[src/pkg/cmt_defines.svh]
`ifndef CMT_DEFINES_SVH
`define CMT_DEFINES_SVH

// counter and prescaler width
`define CMT_WIDTH       32
// number of capture channels and match registers
`define CMT_NUM_CAP     2
`define CMT_NUM_MATCH   4
// number of match channels that may issue dma requests
`define CMT_NUM_DMA     2
// external match output actions
`define CMT_EMC_NONE    2'h0
`define CMT_EMC_LOW     2'h1
`define CMT_EMC_HIGH    2'h2
`define CMT_EMC_TOGGLE  2'h3
// capture edge select bit positions
`define CMT_CAP_RISE    0
`define CMT_CAP_FALL    1
// zero and one values for counters
`define CMT_ZERO        32'h0000_0000
`define CMT_ONE         32'h0000_0001

`endif

[src/pkg/cmt_pkg.sv]
package cmt_pkg;
  // per match channel control
  typedef struct packed {
    logic       int_en;
    logic       reset_en;
    logic       stop_en;
    logic [1:0] ext_action;
  } cmt_match_ctl_type;

  // per capture channel control
  typedef struct packed {
    logic       int_en;
    logic [1:0] edge_sel;
  } cmt_cap_ctl_type;

  // counter mode selection
  typedef enum logic [1:0] {
    CMT_MODE_TIMER,
    CMT_MODE_CNT_RISE,
    CMT_MODE_CNT_FALL,
    CMT_MODE_CNT_BOTH
  } cmt_mode_type;
endpackage

[src/core/cmt_timer.sv]
`timescale 1ns/1ps
`include "cmt_defines.svh"
// Function
// - 32-bit counter advanced through 32-bit prescaler
// - select internal clock timer or external counter
// - two capture channels latch counter on edge
// - per-channel optional capture interrupt
// - four match registers, optional interrupt, continue
// - match may stop counter and prescaler
// - match may reset counter to zero
// - match outputs: low, high, toggle, nothing
// - two match channels issue dma requests
module cmt_timer
  import cmt_pkg::*;
#(
  parameter int WIDTH = `CMT_WIDTH,
  parameter int NCAP  = `CMT_NUM_CAP,
  parameter int NMAT  = `CMT_NUM_MATCH,
  parameter int NDMA  = `CMT_NUM_DMA
) (
  input  wire logic                   mclk,
  input  wire logic                   resetn,
  input  wire logic                   cnt_enable,
  input  wire logic                   cnt_reset,
  input  wire cmt_mode_type           mode,
  input  wire logic [WIDTH-1:0]       prescale,
  input  wire logic [NMAT*WIDTH-1:0]  match_val,
  input  wire cmt_match_ctl_type [NMAT-1:0] match_ctl,
  input  wire cmt_cap_ctl_type [NCAP-1:0]   cap_ctl,
  input  wire logic [NMAT-1:0]        ext_init,
  input  wire logic                   ext_init_load,
  input  wire logic [NMAT+NCAP-1:0]   irq_clear,
  input  wire logic                   count_pin,
  input  wire logic [NCAP-1:0]        cap_pin,
  output logic [WIDTH-1:0]            count,
  output logic [WIDTH-1:0]            pre_count,
  output logic [NCAP*WIDTH-1:0]       cap_val,
  output logic [NMAT-1:0]             match_out,
  output logic [NMAT+NCAP-1:0]        irq_flags,
  output logic                        irq,
  output logic [NDMA-1:0]             dma_req,
  output logic                        running
);

  // pin synchronisers and previous levels
  logic [NCAP:0] pin_s1;
  logic [NCAP:0] pin_s2;
  logic [NCAP:0] pin_prev;
  logic          stopped;

  always_ff @(posedge mclk or negedge resetn) begin
    if (!resetn) begin
      pin_s1   <= '0;
      pin_s2   <= '0;
      pin_prev <= '0;
    end else begin
      pin_s1   <= {count_pin, cap_pin};
      pin_s2   <= pin_s1;
      pin_prev <= pin_s2;
    end
  end

  // edge detection on synchronised pins
  wire [NCAP:0] rise = pin_s2 & ~pin_prev;
  wire [NCAP:0] fall = ~pin_s2 & pin_prev;

  // count source selection
  logic cnt_tick;
  always_comb begin
    case (mode)
      CMT_MODE_TIMER:    cnt_tick = 1'b1;
      CMT_MODE_CNT_RISE: cnt_tick = rise[NCAP];
      CMT_MODE_CNT_FALL: cnt_tick = fall[NCAP];
      CMT_MODE_CNT_BOTH: cnt_tick = rise[NCAP] | fall[NCAP];
      default:           cnt_tick = 1'b0;
    endcase
  end

  // prescaler wrap advances the main counter
  wire active   = cnt_enable & ~stopped & ~cnt_reset;
  wire pre_wrap = active & cnt_tick & (pre_count == prescale);
  wire [WIDTH-1:0] count_inc = count + WIDTH'(1);

  // match detection on current count
  logic [NMAT-1:0] hit;
  always_comb begin
    for (int i = 0; i < NMAT; i++)
      hit[i] = pre_wrap & (count == match_val[i*WIDTH +: WIDTH]);
  end

  logic [NMAT-1:0] hit_rst;
  logic [NMAT-1:0] hit_stop;
  logic [NMAT-1:0] hit_int;
  always_comb begin
    for (int i = 0; i < NMAT; i++) begin
      hit_rst[i]  = hit[i] & match_ctl[i].reset_en;
      hit_stop[i] = hit[i] & match_ctl[i].stop_en;
      hit_int[i]  = hit[i] & match_ctl[i].int_en;
    end
  end

  // capture events
  logic [NCAP-1:0] cap_evt;
  always_comb begin
    for (int c = 0; c < NCAP; c++)
      cap_evt[c] = (rise[c] & cap_ctl[c].edge_sel[`CMT_CAP_RISE])
                 | (fall[c] & cap_ctl[c].edge_sel[`CMT_CAP_FALL]);
  end

  // prescaler and counter
  always_ff @(posedge mclk or negedge resetn) begin
    if (!resetn) begin
      pre_count <= `CMT_ZERO;
      count     <= `CMT_ZERO;
    end else if (cnt_reset) begin
      pre_count <= `CMT_ZERO;
      count     <= `CMT_ZERO;
    end else if (pre_wrap) begin
      pre_count <= `CMT_ZERO;
      count     <= (|hit_rst) ? `CMT_ZERO : count_inc;
    end else if (active & cnt_tick) begin
      pre_count <= pre_count + WIDTH'(1);
    end
  end

  // stop on match holds counter and prescaler
  always_ff @(posedge mclk or negedge resetn) begin
    if (!resetn)
      stopped <= 1'b0;
    else if (|hit_stop)
      stopped <= 1'b1;
    else if (!cnt_enable)
      stopped <= 1'b0;
  end
  assign running = cnt_enable & ~stopped;

  // capture registers
  always_ff @(posedge mclk or negedge resetn) begin
    if (!resetn) begin
      cap_val <= '0;
    end else begin
      for (int c = 0; c < NCAP; c++)
        if (cap_evt[c])
          cap_val[c*WIDTH +: WIDTH] <= count;
    end
  end

  // sticky interrupt flags, set beats clear
  wire [NMAT+NCAP-1:0] flag_set;
  logic [NCAP-1:0] cap_int;
  always_comb begin
    for (int c = 0; c < NCAP; c++)
      cap_int[c] = cap_evt[c] & cap_ctl[c].int_en;
  end
  assign flag_set = {cap_int, hit_int};
  always_ff @(posedge mclk or negedge resetn) begin
    if (!resetn)
      irq_flags <= '0;
    else
      irq_flags <= flag_set | (irq_flags & ~irq_clear);
  end
  assign irq = |irq_flags;

  // external match outputs
  logic [NMAT-1:0] next_match_out;
  always_comb begin
    for (int i = 0; i < NMAT; i++) begin
      next_match_out[i] = match_out[i];
      if (hit[i]) begin
        case (match_ctl[i].ext_action)
          `CMT_EMC_LOW:    next_match_out[i] = 1'b0;
          `CMT_EMC_HIGH:   next_match_out[i] = 1'b1;
          `CMT_EMC_TOGGLE: next_match_out[i] = ~match_out[i];
          default:         next_match_out[i] = match_out[i];
        endcase
      end
    end
  end
  always_ff @(posedge mclk or negedge resetn) begin
    if (!resetn)
      match_out <= '0;
    else if (ext_init_load)
      match_out <= ext_init;
    else
      match_out <= next_match_out;
  end

  // one-cycle dma request pulses from the low match channels
  always_ff @(posedge mclk or negedge resetn) begin
    if (!resetn)
      dma_req <= '0;
    else
      dma_req <= hit[NDMA-1:0];
  end
endmodule

[config.mk]
export PLATFORM = sky130hd
export DESIGN_NAME = cmt_timer
export DESIGN_NICKNAME = d
export VERILOG_FILES = /design/src/pkg/cmt_pkg.sv /design/src/core/cmt_timer.sv
export VERILOG_INCLUDE_DIRS = /design/src /design/src/pkg
export SDC_FILE = /design/constraint.sdc
export NUM_CORES = 1
export LEC_CHECK = 0
export ABC_AREA = 0
export BUFFER_PORTS_ARGS = -buffer_cell sky130_fd_sc_hd__buf_4
export CAP_MARGIN = 10
export CELL_PAD_IN_SITES_DETAIL_PLACEMENT = 1
export CELL_PAD_IN_SITES_GLOBAL_PLACEMENT = 2
export CORE_MARGIN = 3
export CORE_UTILIZATION = 29
export CTS_CLUSTER_DIAMETER = 80
export DETAILED_ROUTE_END_ITERATION = 10
export GPL_TIMING_DRIVEN = 0
export PLACE_DENSITY_LB_ADDON = 0.1
export SLEW_MARGIN = 20
export SYNTH_ARGS = -nofsm -noshare
export SYNTH_HDL_FRONTEND = slang
export SYNTH_SLANG_ARGS = --single-unit
export TNS_END_PERCENT = 1
[constraint.sdc]
create_clock -name mclk -period 2.9 [get_ports mclk]
set_clock_uncertainty 0.1 [all_clocks]
set_input_delay 0 -clock mclk [delete_from_list [all_inputs] [get_ports mclk]]
set_output_delay 0 -clock mclk [all_outputs]
set_load 0.05 [all_outputs]
== Word level (Yosys, flattened, before mapping) ==
Index checks and enable logic that the tools add are counted.

* $add $sub $neg: 2
* Equality and inequality tests: 21
* Multiplexer cells: 18
* Bitwise logic cells: 42
* Reductions and logical operators: 18

{| class="wikitable"
|+ Operators with widths
! cell !! count
|-
| $mux W32 || 6
|-
| $eq A32 B32 Y1 || 5
|-
| $add A32 B1 Y32 const B || 2
|-
| $and A1 B1 Y1 || 26
|-
| $eq A2 B2 Y1 const B || 10
|-
| $reduce_bool A4 Y1 || 4
|-
| $pmux W1 S3 || 4
|-
| $eq A2 B1 Y1 const B || 5
|-
| $reduce_bool A2 Y1 || 5
|-
| $reduce_and A2 Y1 || 4
|-
| $reduce_or A4 Y1 || 2
|-
| $and A3 B3 Y3 || 2
|-
| $and A6 B6 Y6 || 1
|-
| $mux W1 || 6
|-
| $not A1 Y1 || 6
|-
| $not A3 Y3 || 2
|-
| $not A6 Y6 || 1
|-
| $or A6 B6 Y6 || 1
|-
| $reduce_or A6 Y1 || 1
|-
| $mux W4 || 1
|-
| $pmux W1 S4 || 1
|-
| $or A1 B1 Y1 || 3
|-
| $reduce_bool A3 Y1 || 1
|-
| $logic_not A2 Y1 || 1
|-
| $ne A2 B1 Y1 const B || 1
|}

* Bits in registers: 150
* Logic and storage cells: 115

== Depth between registers and ports, before layout ==
Gate-level depths: netlist of run 1.

* Word-level depth: 12
* Gate-level depth with buffers: 12
* Gate-level depth less buffers: 9

== Worst setup path before layout of run 1 ==
No wires, ideal clock.

* Kind: register to register
* Start: register count[11]
* End: register count[29]
* Library setup time: 80 ps
* Data arrival time: 2,797 ps
* Data required time: 2,720 ps
* Setup slack: -77 ps
* Cell stages (with the launch flop): 10
* Buffers on the path: 2
* Period minus slack after synthesis: 2,977 ps
* Cell sequence: dfrtp_1 buf_2 nand2_1 or4_4 nor4_4 nand4_4 or3_1 buf_2 or3_1 a21oi_1

* Longest elaborated chain between the ends: 7
* Elaborated cells between the ends (all ways): 17
* Classes of those cells: add/sub: 1; eq/ne: 4; mux: 3; bitwise: 8; reduce/logical: 1

{| class="wikitable"
|+ Ends and longest elaborated chain
! item !! RTL line !! source
|-
| start, declared || cmt_timer.sv:35 || <nowiki>output logic [WIDTH-1:0] count,</nowiki>
|-
| start signal, assigned || cmt_timer.sv:114 || <nowiki>count <= `CMT_ZERO;</nowiki>
|-
| start signal, assigned || cmt_timer.sv:117 || <nowiki>count <= `CMT_ZERO;</nowiki>
|-
| start signal, assigned || cmt_timer.sv:120 || <nowiki>count <= (|hit_rst) ? `CMT_ZERO : count_inc;</nowiki>
|-
| parallel branches: the longest is 4 deep, another holds $add A32 B1 Y32 || -- ||
|-
| $mux W32 * || cmt_timer.sv:120 ||
|-
| $mux W32 * || cmt_timer.sv:118 || <nowiki>end else if (pre_wrap) begin</nowiki>
|-
| $mux W32 * || cmt_timer.sv:115 || <nowiki>end else if (cnt_reset) begin</nowiki>
|}

Every way passes the cells marked *. The select of a mux whose other input is x is not followed.
A chain may end at the register's enable or synchronous reset.

== Worst setup path in the final report of run 1 ==
* Start: register count[8]
* End: register count[27]

The elaborated chain is that of the path after synthesis.

==> results of run 1 <==
metrics by stage:
| stage | instance area, um2 | setup WS [ns] | total power, mW |
|---|---|---|---|
| final | 12800 | 0.00349 | 4.94 |
| after global routing | 12800 | -0.171 | 5.13 |
| after CTS | 12700 | -0.0428 | 5.00 |
| after detailed placement | 11600 | -1.25 | 2.75 |
| after global placement | 11500 | -1.25 | 2.73 |
| after floorplan | 8460 | 0.00463 | 2.38 |
how the worst max path moves through the flow:
stage / start / to / slack [ns] / cells past startpoint
2_1_floorplan: count[15] / count[29] / 0.005 / 9
3_3_place_gp: count[4] / count[24] / -1.25 / 9
3_5_place_dp: count[4] / count[15] / -1.25 / 9
4_1_cts: pre_count[23] / match_out[1] / -0.04 / 7
5_1_grt: pre_count[23] / match_out[0] / -0.17 / 7
6_report: count[8] / count[27] / 0.003 / 9
routing by layer:
metal,part of all wire,track usage,routed length [um],vias up
li1,-,-,-,3621
met3,0.063,0.0560,2280,26
met2,0.53,0.417,19100,238
met4,0.017,0.0566,612,0
met5,0,0,0,-
met1,0.39,0.261,14300,3876
sequential cells by signal, summed over array words and instances, names as in the netlist:
signal	flops
stopped	1
match_out	4
count	32
pin_s1	3
irq_flags	6
cap_val	64
pre_count	32
pin_prev	3
pin_s2	3
dma_req	2
cell usage in the layout, fill, tap and decap left out, types with 3 or more instances in the layout:
cell / Yosys / routed
a21o_1: 3 / 3
nor3_1: 21 / 12
clkinvlp_4: 0 / 5
a31oi_1: 5 / 4
buf_16: 0 / 3
nor4b_1: 6 / 6
and4_1: 3 / 3
o21ai_0: 17 / 17
ha_1: 4 / 4
nand3_1: 19 / 19
clkbuf_1: 34 / 10
inv_6: 0 / 5
nor3_2: 0 / 8
xnor2_1: 100 / 100
nand4_1: 28 / 28
clkbuf_16: 0 / 17
buf_4: 3 / 356
nand2_1: 46 / 45
dlygate4sd3_1: 0 / 37
or3_1: 10 / 10
buf_6: 3 / 3
nor4_4: 1 / 5
nand3b_1: 4 / 4
buf_8: 0 / 3
a21oi_1: 9 / 9
buf_2: 9 / 13
xor2_1: 111 / 111
a311oi_1: 3 / 3
nor4_1: 37 / 26
dfrtp_2: 0 / 8
nor4_2: 0 / 7
clkbuf_2: 1 / 14
and3_1: 12 / 11
inv_1: 23 / 23
nor2_1: 65 / 65
dfrtp_1: 150 / 142
mux2_2: 64 / 64
worst register-to-register path, delay by kind of cell (launching register included):
| kind | cells | cell delay (ns) |
|---|---|---|
| buffers and inverters | 2 | 0.34 |
| AND/OR/NAND/NOR | 6 | 1.83 |
| flip-flops | 1 | 0.39 |
| AO/OA/AOI/OAI | 1 | 0.15 |
cell usage after synthesis (2+ instances only):
master,count,area share
and4_1,3,0.0031
clkbuf_1,34,0.015
xor2_1,111,0.11
mux2_2,64,0.085
dfrtp_1,150,0.44
nand3b_1,4,0.0036
buf_1,3,0.0013
a31o_2,2,0.0021
nor3_1,21,0.012
nand4_4,2,0.0050
o22ai_1,2,0.0015
inv_1,23,0.010
a311oi_1,3,0.0031
buf_2,9,0.0053
o21ai_1,2,0.0012
and3_1,12,0.0089
buf_6,3,0.0040
xnor2_1,100,0.10
buf_4,3,0.0027
nand4_1,28,0.021
nor4_1,37,0.027
a21oi_1,9,0.0053
nand3_1,19,0.011
nor3b_1,3,0.0027
a31oi_1,5,0.0037
nand2_1,46,0.020
or3_1,10,0.0074
a21o_1,3,0.0027
nor4b_1,6,0.0062
or2_2,2,0.0015
nand2b_1,2,0.0015
nor2_1,65,0.029
o21ai_0,17,0.010
ha_1,4,0.0059
and2_1,2,0.0015
where the power goes:
part / switching [mW] / internal (mW) / total (mW)
Combinational: 0.302 / 0.344 / 0.645
Clock: 0.980 / 1.19 / 2.17
Sequential: 0.0152 / 2.11 / 2.12
Total: 1.30 / 3.64 / 4.94
repair_timing:
item	in CTS	in global routing
gates cloned	0	0
gates resized for setup	51	27
hold buffers	38	0
hold endpoints to repair	114	0
buffers inserted	4	0
setup endpoints to repair	74	44
pin swaps	5	2
cells by family (layout without fill, tap and decap cells):
group,count (synthesis),count (layout),share of synthesized area
multiplexers,64,64,0.0852
buffers and inverters,77,494,0.0397
AO/OA/AOI/OAI,48,48,0.0345
adder cells (fa/ha/maj),4,4,0.00592
XOR/XNOR,211,211,0.219
AND/OR/NAND/NOR,269,269,0.172
flip-flops,150,150,0.444
cell type report:
cell class,count,area share
multi-input cells,596,0.356
flip-flops and latches,150,0.293
repair buffers,390,0.241
well taps,378,0.0369
clock buffers,19,0.0338
plain buffers,49,0.0228
clock inverters,12,0.00937
inverters,24,0.00702
==> out/qor.txt, run 1 <==
RD Place Congestion = 0.787
Final setup vio count = 0
Mapped Cells = 823
Crit path max-delay cell type = or4_4
Max cap viols = 0
# rows = 61
Share of post-route cells with drive strength above 1 = 0.427
Worst Path Required = 3.14 ns
Mapped Avg Cell Area = 10.3 um2
Post-synth EDFFs = 0
Initial core utilization = 0.299
Multi-input logic area = 0.00456 mm2
Synth Warn # = 0
Clock Pin Slew Worst Setup and Hold Paths = 0.06 ns
Antenna diodes = 0
Yosys cell types = 49
Placed Cells = 1549
Drt wl/cell = 22.4 um
Crit-path cells = buf_8, nand4_4, or4_4, nor4_4, nand4_4, or3_1, buf_2, or3_1, a21oi_1
Minimum hold slack = 0.0199 ns
Sequential area share after synthesis = 0.444
Final ANT Viol Nets = 0
Core Region = 0.0282 mm2
Reg area = 0.00376 mm2
HP Class = input pin to asynchronous set/reset pin
Max Root-Sink Buffers = 2
Slew @ Worst Pin = 0.817 ns
Number of buffers created by CTS = 17
FF-to-FF Start = count[8]
Worst EP arrival = 3.14 ns
DIE WIDTH = 177 um
CP peak stage delay = 0.57 ns
Synth async-reset ratio = 1.00
Crit start category = flop
Fin crit share = 0.999
Fin util = 0.454
Initial antenna violation count = 0
Root buffer cell = clkbuf_16
Fillcell total = 3214
Crit Path Category = flop to flop
Final Hold Viols = 0
Synthesis-to-layout area growth = 51.7%
Total GRT Usage = 0.226
Synthesized flop and latch total = 150
Top delay family on crit path = simple AND/OR/NAND/NOR gates
Drt total wl = 36300 um
Clock latency on the worst-skew pair = 0.43 ns
H-tree depth = 4
Max frequency = 345 MHz
Setup tns final = 0 ns
DP HPWL = 28100 um
Clock sink count = 150
Synthesized area = 0.00845 mm2
Slew Limit Fails = 0
Synth Flop Type = dfrtp_1
Crit-path max FO = 10
P_leak = 6.23 nW
TritonRoute pass-1 iters = 4
Slew margin rel. = 0.452
Die height = 177 um
Buffers on Ports = 346
Number of I/O pins = 348
Die area = 0.0312 mm2
RR Endpoint = count[27]
First-pass GRT wire length = 52200 um
Vias = 7761
Vias in the first global route = 8353
CTS tree = done
Post-route DRC = 0
Synthesized Nets = 1033
Post-Layout Cell Count = 1618
Tmin final = 2.90 ns
DR iter-0 viols = 357
Reg-to-reg slack, setup = 0.003 ns
VDD IR max = 0.000255 V
CP endpoint kind = flop
Largest net degree at the start of global routing = 57
R2R depth = 9
PwrDens = 385 mW/mm2
RSZ-0062 raised after global routing = true
Final net count = 1438
CP Buf/Inv Count = 2
Run status = completed
Vias/cell = 4.80
Final global-route overflow total = 0
No activity file was read; power rests on OpenSTA's default activity.
==> inputs of run 2 (changes only) <==
Settings changed: BUFFER_PORTS_ARGS -buffer_cell sky130_fd_sc_hd__buf_4 to unset, CORE_UTILIZATION 29 to 38, DONT_BUFFER_PORTS set to 1.
==> out/qor.txt, run 2 (synthesized netlist as in run 1, its figures left out) <==
Run status = finished, violations left
Failing checks = negative hold slack
Vias/cell = 5.63 (+17%)
PwrDens = 459 mW/mm2 (+19%)
Buffers on Ports = 0 (-100%)
First-pass GRT wire length = 49000 um (-6.3%)
RSZ-0062 raised after global routing = true
Die area = 0.0241 mm2 (-23%)
Largest net degree at the start of global routing = 151 (+160%)
Crit-path cells = buf_12, nand4_4, or4_4, nor4_4, nand4_4, or3_4, or3_4, a21oi_2
Commonest cells after routing, fill and taps aside = 111 x xor2_1, 99 x xnor2_1, 87 x dfrtp_1
Pwr Total = 4.91 mW (-0.59%)
H-tree depth = 4 (unchanged)
Slew Limit Fails = 0 (unchanged)
Clock Pin Slew Worst Setup and Hold Paths = 0.07 ns (about the same)
Synthesis-to-layout area growth = 26.6%
Vias in the first global route = 7633 (-8.6%)
Crit start category = flop
Clock share of power = 0.493 (+0.053)
Flop pwr share = 0.440 (+0.010)
Max Root-Sink Buffers = 2 (unchanged)
Max frequency = 351 MHz (+1.6%)
Post-route DRC = 0 (unchanged)
Fin crit share = 0.983 (-0.0156)
# rows = 53 (-13%)
Logic gate share of total power = 0.067 (-0.064)
Crit path max-delay cell type = dfrtp_2
Initial core utilization = 0.395 (+0.0953)
Core Region = 0.0214 mm2 (-24%)
Final global-route overflow total = 0 (unchanged)
P_leak = 4.65 nW (-25%)
Switching pwr = 1.24 mW (-4.2%)
CTS tree = done
Final ANT Viol Nets = 0 (unchanged)
Tmin final = 2.85 ns (-0.0452 ns)
Slew @ Worst Pin = 0.934 ns (+0.117 ns)
CP endpoint kind = flop
Worst EP arrival = 3.10 ns (-0.04 ns)
Max reg flops = 64 (unchanged)
DIE WIDTH = 155 um (-12%)
Sw frac = 0.253 (-0.00944)
Regs by FF count = cap_val: 64 flops, count: 32 flops, pre_count: 32 flops
Share of post-route cells with drive strength above 1 = 0.301 (-0.127)
Crit Path Category = flop to flop
Drt wl/cell = 27.7 um (+24%)
Final net count = 1131 (-21%)
P_int = 3.67 mW (+0.68%)
DP HPWL = 24700 um (-12%)
DR iter-0 viols = 360 (+0.84%)
Die height = 155 um (-12%)
RD Place Congestion = 0.898 (+14%)
Final Hold Viols = 150 (+150)
Final setup vio count = 0 (unchanged)
HP Class = input pin to asynchronous set/reset pin
Clock latency on the worst-skew pair = 0.43 ns (about the same)
Initial antenna violation count = 0 (unchanged)
TritonRoute pass-1 iters = 4 (unchanged)
Most common cell after layout, fill and taps aside = xor2_1
CP peak stage delay = 0.58 ns (about the same)
Post-Layout Cell Count = 1209 (-25%)
Max cap viols = 0 (unchanged)
Crit-path max FO = 7 (-3)
Root buffer cell = clkbuf_16
Minimum hold slack = -0.839 ns (-0.859 ns)
Largest Register = cap_val
Drt total wl = 33500 um (-7.5%)
Clock sink count = 150 (unchanged)
Vias = 6802 (-12%)
Placed Cells = 1098 (-29%)
Number of buffers created by CTS = 17 (unchanged)
Number of I/O pins = 348 (unchanged)
Fillcell total = 2290 (-29%)
Worst Path Required = 3.15 ns (about the same)
Slew margin rel. = 0.373 (-0.0785)
Total GRT Usage = 0.271 (+0.0453)
VDD IR max = 0.000317 V (+25%)
Antenna diodes = 0 (unchanged)
==> run 2: repair_timing <==
action	4_1_cts	5_1_grt
buffers inserted	19	15
hold buffers	47	1
resized for setup	140	46
hold endpoints to repair	191	151
setup endpoints to repair	75	47
pin swaps	13	15
==> run 2: final timing paths <==
path                                start       endpoint  slack [ns]  cells past startpoint
worst max-delay path             count[8]      count[29]        0.05                      8
worst min-delay path               resetn  pre_count[22]       -0.84                      0
worst max register to register   count[8]      count[29]        0.05                      8
worst min register to register  pin_s1[1]      pin_s2[1]        0.25                      0
max in group asynchronous          resetn      count[26]        3.24                      0
min in group mclk                 mode[0]   pre_count[1]        0.01                      4
==> run 2: routing by layer <==
metal,up-vias,global-route usage,share of wire
met4,0,0.0858,0.024
met5,-,0,0
met3,36,0.0848,0.082
met2,276,0.461,0.50
li1,3000,-,-
met1,3490,0.329,0.40
==> run 2: layout make-up <==
cell class                      count  area (um2)  area share
Timing Repair Buffer               82         748      0.0699
Multi-Input combinational cell    596        4650       0.434
Clock inverter                     15         204      0.0191
Buffer                             50         410      0.0383
Sequential cell                   150        3830       0.358
Inverter                           24        90.1     0.00842
Clock buffer                       17         425      0.0398
Tap cell                          275         344      0.0322
==> run 2: through the flow <==
stage          instance area [um2]  utilization  hold WS, ns  TNS [ns]  worst slack (ns)
2_1_floorplan                 8460            -       -0.396         0           0.00463
3_3_place_gp                  8810        0.411       -0.392    -68.24             -1.49
3_5_place_dp                  8810        0.411       -0.392    -70.32             -1.50
4_1_cts                      10400        0.487       -0.857         0           0.00205
5_1_grt                      10700        0.500       -0.865    -0.203           -0.0480
6_report                     10700        0.500       -0.839         0            0.0487
==> run 2: power by group through the flow <==
stage	clock network (mW)	logic (mW)	registers, mW
finish	2.42	0.330	2.16
global route	2.57	0.353	2.16
CTS	2.47	0.316	2.16
detailed placement	0	0.238	2.20
global placement	0	0.231	2.20
floorplan	0	0.183	2.19
==> run 2: critical path, delay by kind of cell (launching register included) <==
| kind | cells | cell delay, ns |
|---|---|---|
| flip-flops | 1 | 0.58 |
| buffers and inverters | 1 | 0.17 |
| AND/OR/NAND/NOR | 6 | 1.78 |
| AO/OA/AOI/OAI | 1 | 0.14 |
